--- src/alsp_pkg.sv ---
/*
  Package for the light interrupt persistence and configuration block.
  It holds register offsets, field positions, reset values, timing and states.
  It assumes a 50 MHz system clock.
*/
package alsp_pkg;

  // ------------------------------------------------------------
  // Timing
  // ------------------------------------------------------------
  localparam int CLK_PERIOD_NS = 20;
  localparam int WAIT_STEP_NS = 2730000;
  localparam int WAIT_STEP_CYC = WAIT_STEP_NS / CLK_PERIOD_NS;

  // ------------------------------------------------------------
  // Register map
  // ------------------------------------------------------------
  localparam logic [7:0] PERSIST_ADDR = 8'h0C;
  localparam logic [7:0] CFG_ADDR = 8'h0D;
  localparam logic [7:0] STATUS_ADDR = 8'h13;
  localparam logic [7:0] PERSIST_RESET = 8'h00;
  localparam logic [7:0] CFG_RESET = 8'h00;
  localparam int PERSIST_MSB = 3;
  localparam int CFG_RG_BIT = 2;
  localparam int CFG_LW_BIT = 1;
  localparam int STATUS_PEND_BIT = 4;

  // ------------------------------------------------------------
  // Field encodings
  // ------------------------------------------------------------
  localparam logic [3:0] PERSIST_EVERY = 4'h0;
  localparam logic [3:0] PERSIST_LINEAR_MAX = 4'h3;
  localparam logic [1:0] GAIN_8X = 2'h1;
  localparam logic [3:0] LWAIT_FACTOR = 4'hC;
  localparam logic [8:0] WAIT_SPAN = 9'h100;

  typedef enum logic [1:0] {
    ALSP_WT_IDLE = 2'b00,
    ALSP_WT_RUN = 2'b01,
    ALSP_WT_DONE = 2'b11
  } alsp_wait_e;

endpackage

--- src/alsp_wait_timer.sv ---
/*
  Wait timer: counts programmed wait cycles of one step each, optionally x12.
  Assumes a one-cycle start pulse and a steady wait count during the wait.
*/
`timescale 1ns/1ns
`default_nettype none
module alsp_wait_timer #(
  parameter int STEP_CYC = alsp_pkg::WAIT_STEP_CYC
) (
  input wire logic sys_clk,
  input wire logic rst_b,
  input wire logic wait_start,
  input wire logic [7:0] wait_cycle_count,
  input wire logic long_wait_multiplier,
  output logic wait_busy,
  output logic wait_done
);

  alsp_pkg::alsp_wait_e state, next_state;
  logic [17:0] step_cnt, next_step_cnt;
  logic [11:0] steps_left, next_steps_left;
  logic [11:0] span;

  // ------------------------------------------------------------
  // Step count from the programmed value
  // ------------------------------------------------------------
  // two's complement count
  always_comb begin
    span = {3'h0, alsp_pkg::WAIT_SPAN - {1'b0, wait_cycle_count}};
    if (long_wait_multiplier) begin
      span = 12'(span * alsp_pkg::LWAIT_FACTOR);
    end
  end

  always_comb begin
    next_state = state;
    next_step_cnt = step_cnt;
    next_steps_left = steps_left;
    case (state)
      alsp_pkg::ALSP_WT_IDLE: begin
        if (wait_start) begin
          next_state = alsp_pkg::ALSP_WT_RUN;
          next_steps_left = span;
          next_step_cnt = 18'(STEP_CYC - 1);
        end
      end
      alsp_pkg::ALSP_WT_RUN: begin
        if (step_cnt != 18'h0) begin
          next_step_cnt = step_cnt - 18'h1;
        end else if (steps_left == 12'h1) begin
          next_state = alsp_pkg::ALSP_WT_DONE;
        end else begin
          next_steps_left = steps_left - 12'h1;
          next_step_cnt = 18'(STEP_CYC - 1);
        end
      end
      alsp_pkg::ALSP_WT_DONE: next_state = alsp_pkg::ALSP_WT_IDLE;
      default: next_state = alsp_pkg::ALSP_WT_IDLE;
    endcase
  end

  always_ff @(posedge sys_clk) begin
    if (!rst_b) begin
      state <= alsp_pkg::ALSP_WT_IDLE;
      step_cnt <= 18'h0;
      steps_left <= 12'h0;
    end else begin
      state <= next_state;
      step_cnt <= next_step_cnt;
      steps_left <= next_steps_left;
    end
  end

  assign wait_busy = (state == alsp_pkg::ALSP_WT_RUN);
  assign wait_done = (state == alsp_pkg::ALSP_WT_DONE);
endmodule
`default_nettype wire

--- src/alsp_persist.sv ---
/*
  Light interrupt persistence filter with its persistence and configuration
  registers, a status read and the wait timer.
  Assumes the serial interface delivers byte writes and reads as one-cycle
  strobes, and that threshold, gain and wait values come from neighbour regs.
*/
// Overview of operation
// - Interrupt decision uses channel 0 result only, never channel 1.
// - Persistence field is bits 3:0 of persistence register.
// - Code 0000 raises interrupt after every conversion.
// - Code 0001 raises on one out-of-window result.
// - Codes 0010, 0011 need two, three consecutive out-of-window results.
// - Codes 0100 to 1111 need 5 to 60 results, step five.
// - Fire every conversion or after selected out-of-window duration.
// - Reduced gain bit scales 1x and 8x gains by 0.16.
// - Long wait bit multiplies wait cycles by twelve.
// - Out of window means below low or above high threshold.
// - Wait steps of 2.73 ms, count as two's complement.
// - Raised interrupt sets pending flag, status bit 4.
`timescale 1ns/1ns
`default_nettype none
module alsp_persist #(
  parameter int WAIT_STEP_CYC = alsp_pkg::WAIT_STEP_CYC
) (
  input wire logic sys_clk,
  input wire logic rst_b,
  input wire logic [7:0] reg_addr,
  input wire logic [7:0] reg_wdata,
  input wire logic reg_wr,
  output logic [7:0] reg_rdata,
  input wire logic conv_done,
  input wire logic [15:0] channel0_value,
  input wire logic [15:0] low_threshold,
  input wire logic [15:0] high_threshold,
  input wire logic [1:0] analog_gain_select,
  input wire logic [7:0] wait_cycle_count,
  input wire logic wait_start,
  input wire logic irq_clear,
  output logic light_irq_pending,
  output logic light_irq_raise,
  output logic reduced_gain_active,
  output logic wait_busy,
  output logic wait_done
);

  logic [7:0] interrupt_persistence, next_interrupt_persistence;
  logic [7:0] gain_and_wait_config, next_gain_and_wait_config;
  logic [7:0] next_reg_rdata;
  logic [5:0] run_count, next_run_count;
  logic next_light_irq_pending, next_light_irq_raise;
  logic next_reduced_gain_active;
  logic [3:0] light_irq_filter_count;
  logic [5:0] target;
  logic out_window;
  logic [5:0] run_inc;
  logic timer_busy, timer_done;
  logic busy_q, done_q;

  // ------------------------------------------------------------
  // Register file
  // ------------------------------------------------------------
  // field position
  assign light_irq_filter_count =
    interrupt_persistence[alsp_pkg::PERSIST_MSB:0];

  always_comb begin
    next_interrupt_persistence = interrupt_persistence;
    next_gain_and_wait_config = gain_and_wait_config;
    if (reg_wr && reg_addr == alsp_pkg::PERSIST_ADDR) begin
      next_interrupt_persistence = reg_wdata;
    end
    if (reg_wr && reg_addr == alsp_pkg::CFG_ADDR) begin
      next_gain_and_wait_config = reg_wdata;
    end
    case (reg_addr)
      alsp_pkg::PERSIST_ADDR: next_reg_rdata = interrupt_persistence;
      alsp_pkg::CFG_ADDR: next_reg_rdata = gain_and_wait_config;
      alsp_pkg::STATUS_ADDR: begin
        next_reg_rdata = 8'h00;
        next_reg_rdata[alsp_pkg::STATUS_PEND_BIT] = light_irq_pending;
      end
      default: next_reg_rdata = 8'h00;
    endcase
  end

  always_ff @(posedge sys_clk) begin
    if (!rst_b) begin
      interrupt_persistence <= alsp_pkg::PERSIST_RESET;
      gain_and_wait_config <= alsp_pkg::CFG_RESET;
      reg_rdata <= 8'h00;
    end else begin
      interrupt_persistence <= next_interrupt_persistence;
      gain_and_wait_config <= next_gain_and_wait_config;
      reg_rdata <= next_reg_rdata;
    end
  end

  // ------------------------------------------------------------
  // Persistence filter
  // ------------------------------------------------------------
  // channel 0 compare only
  assign out_window = (channel0_value < low_threshold) ||
                      (channel0_value > high_threshold);

  always_comb begin
    if (light_irq_filter_count <= alsp_pkg::PERSIST_LINEAR_MAX) begin
      target = {2'h0, light_irq_filter_count};
    end else begin
      target = 6'({2'h0, light_irq_filter_count -
        alsp_pkg::PERSIST_LINEAR_MAX} * 6'h05);
    end
  end

  assign run_inc = (run_count == 6'h3F) ? run_count : run_count + 6'h1;

  always_comb begin
    next_run_count = run_count;
    next_light_irq_raise = 1'b0;
    if (conv_done) begin
      if (light_irq_filter_count == alsp_pkg::PERSIST_EVERY) begin
        next_light_irq_raise = 1'b1;
        next_run_count = 6'h0;
      end else if (out_window) begin
        next_run_count = run_inc;
        next_light_irq_raise = (run_inc >= target);
      end else begin
        next_run_count = 6'h0;
      end
    end
    next_light_irq_pending = next_light_irq_raise ||
                             (light_irq_pending && !irq_clear);
  end

  always_ff @(posedge sys_clk) begin
    if (!rst_b) begin
      run_count <= 6'h0;
      light_irq_raise <= 1'b0;
      light_irq_pending <= 1'b0;
    end else begin
      run_count <= next_run_count;
      light_irq_raise <= next_light_irq_raise;
      light_irq_pending <= next_light_irq_pending;
    end
  end

  // ------------------------------------------------------------
  // Gain scaling and wait timer
  // ------------------------------------------------------------
  // scaled only at 1x and 8x
  always_comb begin
    next_reduced_gain_active = gain_and_wait_config[alsp_pkg::CFG_RG_BIT] &&
                               (analog_gain_select <= alsp_pkg::GAIN_8X);
  end

  always_ff @(posedge sys_clk) begin
    if (!rst_b) begin
      reduced_gain_active <= 1'b0;
      busy_q <= 1'b0;
      done_q <= 1'b0;
    end else begin
      reduced_gain_active <= next_reduced_gain_active;
      busy_q <= timer_busy;
      done_q <= timer_done;
    end
  end

  assign wait_busy = busy_q;
  assign wait_done = done_q;

  alsp_wait_timer #(
    .STEP_CYC(WAIT_STEP_CYC)
  ) u_wait (
    .sys_clk(sys_clk),
    .rst_b(rst_b),
    .wait_start(wait_start),
    .wait_cycle_count(wait_cycle_count),
    .long_wait_multiplier(gain_and_wait_config[alsp_pkg::CFG_LW_BIT]),
    .wait_busy(timer_busy),
    .wait_done(timer_done)
  );
endmodule
`default_nettype wire

--- config.mk ---
export PLATFORM = sky130hd
export DESIGN_NAME = alsp_persist
export DESIGN_NICKNAME = d
export VERILOG_FILES = /design/src/alsp_pkg.sv /design/src/alsp_wait_timer.sv /design/src/alsp_persist.sv
export SDC_FILE = /design/constraint.sdc
export NUM_CORES = 1
export LEC_CHECK = 0
export ABC_AREA = 1
export BUFFER_PORTS_ARGS = -buffer_cell sky130_fd_sc_hd__buf_2
export CELL_PAD_IN_SITES_DETAIL_PLACEMENT = 1
export CELL_PAD_IN_SITES_GLOBAL_PLACEMENT = 1
export CORE_UTILIZATION = 41
export CTS_BUF_LIST = sky130_fd_sc_hd__clkbuf_4
export CTS_CLUSTER_DIAMETER = 60
export CTS_CLUSTER_SIZE = 24
export DETAILED_ROUTE_END_ITERATION = 6
export PLACE_DENSITY_LB_ADDON = 0.05
export SYNTH_ARGS = -nofsm -noshare
export SYNTH_HDL_FRONTEND = slang
export SYNTH_SLANG_ARGS = --single-unit
--- constraint.sdc ---
create_clock -name sys_clk -period 4.4 [get_ports sys_clk]
set_clock_uncertainty 0.2 [all_clocks]
set_input_delay 0 -clock sys_clk [delete_from_list [all_inputs] [get_ports sys_clk]]
set_output_delay 0 -clock sys_clk [all_outputs]
set_load 0.05 [all_outputs]
==> summary.md <==
### Worst setup path
• category of the critical setup timing path: register to register
• CP cell instances: inv_1 > ha_1 > ha_1 > ha_1 > inv_1 > fa_1 > or2_2 > a21oi_1 > inv_1 > ha_1 > nand2_1 > inv_1 > o211ai_1 > o2111ai_1 > nand2_1 > nand2_1 > nand2_1 > nand2_1 > dlygate4sd3_1
• maximum fanout along the worst path: 5
• cell type of the slowest stage on the worst timing path: sky130_fd_sc_hd__dlygate4sd3_1
• crit start category: register
• critical path capture point type: register
• WP data required: 4.55 ns
• longest individual stage delay on the worst path: 0.56 ns
• Most Frequent Cell on Critical Path: sky130_fd_sc_hd__nand2_1
• Data arrival, critical path: 4.24 ns
• R2R setup slack: 0.31 ns
• Crit Reg-Reg Startpoint: interrupt_persistence[0]
• Critical path origin: interrupt_persistence[0]

### Global route
• wire length of the first global-routing pass: 26,500 um
• total global routing overflow: 0
• maximum number of pins on one net before global-route repair: 24
• total track usage: 25.6%
• via count of the first global-routing pass: 5,884
• antenna violations before repair: 1

### STA
• part of the cycle the worst path needs: 92.9%
• Fmax: 245 MHz
• fin. max-slew vios: 0
• setup repair after global routing missed its margin: no
• setup_tns: 0 ns
• Hold Violations, Final: 0
• worst rel slew slack: 52.4%
• final period demand of the worst path: 4.09 ns
• pin slew with the least headroom to its limit: 0.714 ns
• Setup violations, final: 0

### CTS
• clock-pin slew of the registers on the worst-case setup and hold paths: 0.15 ns
• Num Clock Sinks: 67
• H-tree lvl count: 3
• post-CTS setup-driven buffer insertion count: 0
• clk root buf: sky130_fd_sc_hd__clkbuf_4
• TritonCTS clock tree: built
• Longest Clk Path Bufs: 2
• Clk Latency, worst-skew pair: 0.46 ns
• number of buffers created by CTS: 9

### Flow run
• max capacitance violation total: 0

### Floorplanning
• width of the chip: 114 um
• total core area: 0.0121 sq mm
• placement row count: 40
• I/O pin count: 93
• Die ar.: 0.0129 sq mm
• vertical die dimension: 114 um
• initial standard-cell utilization of the core: 42.4%

### Synthesis
• Synth Instances: 780
• most area-hungry cell type in the Yosys netlist: sky130_fd_sc_hd__dfxtp_1
• ys flop type: sky130_fd_sc_hd__dfxtp_1
• post-synthesis sequential area ratio: 26.2%
• most repeated cell in the gate-level netlist after synthesis: sky130_fd_sc_hd__nand2_1
• mean instance size in the synthesized netlist: 6.55 sq um
• area fraction of the dominant cell type after synthesis: 26.2%
• synth top area cells: sky130_fd_sc_hd__dfxtp_1 (26%), sky130_fd_sc_hd__nand2_1 (14%), sky130_fd_sc_hd__ha_1 (13%)
• number of synthesized register bits: 67
• number of enable flip-flop cells after synthesis: 0
• post-synth cell types: 43
• asr flop ratio synth: 0%
• number of nets in the synthesized netlist: 917
• area of the mapped netlist: 0.00511 sq mm
• Synthesis Warnings: 0
• Synth top cells by count: sky130_fd_sc_hd__nand2_1 (193), sky130_fd_sc_hd__inv_1 (123), sky130_fd_sc_hd__a21oi_1 (80)

### Power
• part of the power in registers: 40.9%
• Power Dens Cells: 256 mW/mm^2
• portion of total power attributed to combinational logic: 27.9%
• internal power of the cells: 1040 uW
• part of the power in the clock network: 31.2%
• Switching Share: 34.9%
• peak supply drop: 157 uV
• total net switching power: 558 uW
• Static Leak: 0.00316 uW

### Finish
• layout cell share with drive strength beyond 1: 14.0%
• combined area of the multi-input logic cells: 0.00321 sq mm
• filler-free cell count of the finished design: 1,081
• fill count: 1,657
• area added between synthesis and finish: 22.5%
• sequential cell area: 0.00134 sq mm
• final net count: 1,044

### Placed design
• final estimated routing congestion in global placement: 0.846
• Detail Placement HPWL: 11,500 um
• total placed cells including tap cells: 1,024
• Port Buf Inserts: 91

### Routing
• routed via count: 5,475
• number of optimization iterations in the first detailed-route pass: 6
• Iter 0 DRT Violations: 160
• average wire per standard cell: 14.6 um
• Final ANT Viol Nets: 0
• Detailed Route WL: 15,800 um
• Avg Vias per Cell: 5.06
• drc violations: 0

### Worst hold path
• Worst Hold Launch: wait_cycle_count[3]
• kind of path behind the tightest hold check: input pin to register

### Run status
• result of the run: completed

==> repair_timing <==
item	CTS	global route
endpoints found under the hold margin	55	0
hold buffers	40	0
gates resized for setup	0	0
==> power groups by stage <==
stage | clock network, uW | registers (uW) | logic, uW
after floorplan | 0 | 668 | 300
final | 499 | 655 | 446
after global placement | 0 | 667 | 402
after global routing | 539 | 659 | 509
after CTS | 513 | 655 | 448
after detailed placement | 0 | 669 | 425
==> through the flow <==
step	utilization, %	total power, uW	cell area, sq um	hold WS, ns	setup WS [ns]
2_1_floorplan	-	968	5110	-0.122	1.29
3_3_place_gp	47.2	1070	5690	-0.0352	1.13
3_5_place_dp	47.2	1090	5690	-0.0255	0.936
4_1_cts	51.9	1620	6260	0.0182	0.376
5_1_grt	51.9	1710	6260	0.0835	0.0975
6_report	51.9	1600	6260	0.0608	0.314
==> logic make-up after synthesis <==
logic type | synth area share (%)
buf+inv | 11.1
fa+ha+maj | 14.2
simple gates | 30.5
compound gates | 14.4
xor+xnor | 3.60
flops | 26.2
==> cell usage in the layout (no fill, tap or decap), drive strengths merged, types with 6 or more instances in the layout <==
| cell | netlist | layout |
|---|---|---|
| nand2 | 196 | 196 |
| inv | 124 | 127 |
| buf | 10 | 92 |
| a21oi | 81 | 81 |
| nor2 | 75 | 75 |
| dfxtp | 67 | 67 |
| ha | 55 | 55 |
| nand3 | 42 | 42 |
| dlygate4sd3 | 0 | 40 |
| o21ai | 40 | 40 |
| xor2 | 17 | 17 |
| nand4 | 16 | 16 |
| nor3 | 16 | 16 |
| clkbuf | 6 | 9 |
| o21a | 6 | 6 |
==> worst paths after layout <==
kind / endpoint / cells past startpoint
setup / recovery: light_irq_pending / 19
setup reg to reg: light_irq_pending / 19
hold reg to reg: interrupt_persistence[4] / 2
hold / removal: u_wait.steps_left[6] / 8
==> final cells by class <==
| class | instances | area share [%] |
|---|---|---|
| Clock buffer | 9 | 1.08 |
| Clock inverter | 7 | 1.58 |
| Sequential cell | 67 | 21.4 |
| Multi-Input combinational cell | 571 | 51.2 |
| Tap cell | 168 | 3.36 |
| Inverter | 126 | 7.55 |
| Timing Repair Buffer | 132 | 13.8 |
| Antenna cell | 1 | 0.0400 |
==> worst max-delay path: cells and delay by family, from the launching register on <==
kind / cells / cell delay, ns
AO/OA/AOI/OAI: 3 / 0.35
adder cells (fa/ha/maj): 5 / 1.46
buffers and inverters: 5 / 0.87
flip-flops: 1 / 0.44
AND/OR/NAND/NOR: 6 / 0.67
==> sequential cells by signal, summed over array words and instances, names as in the netlist, 2 cells and up <==
name and count:
u_wait.step_cnt 18, u_wait.steps_left 12, gain_and_wait_config 8, interrupt_persistence 8
reg_rdata 8, run_count 6, u_wait.state 2
==> layer usage <==
| metal | GRT usage, % | vias up | share of wire, % |
|---|---|---|---|
| li1 | - | 2772 | - |
| met1 | 28.8 | 2593 | 43 |
| met2 | 48.5 | 86 | 53 |
| met3 | 3.72 | 24 | 2.4 |
| met4 | 9.47 | 0 | 1.7 |
| met5 | 0 | - | 0 |
(Power assumes the default switching activity.)
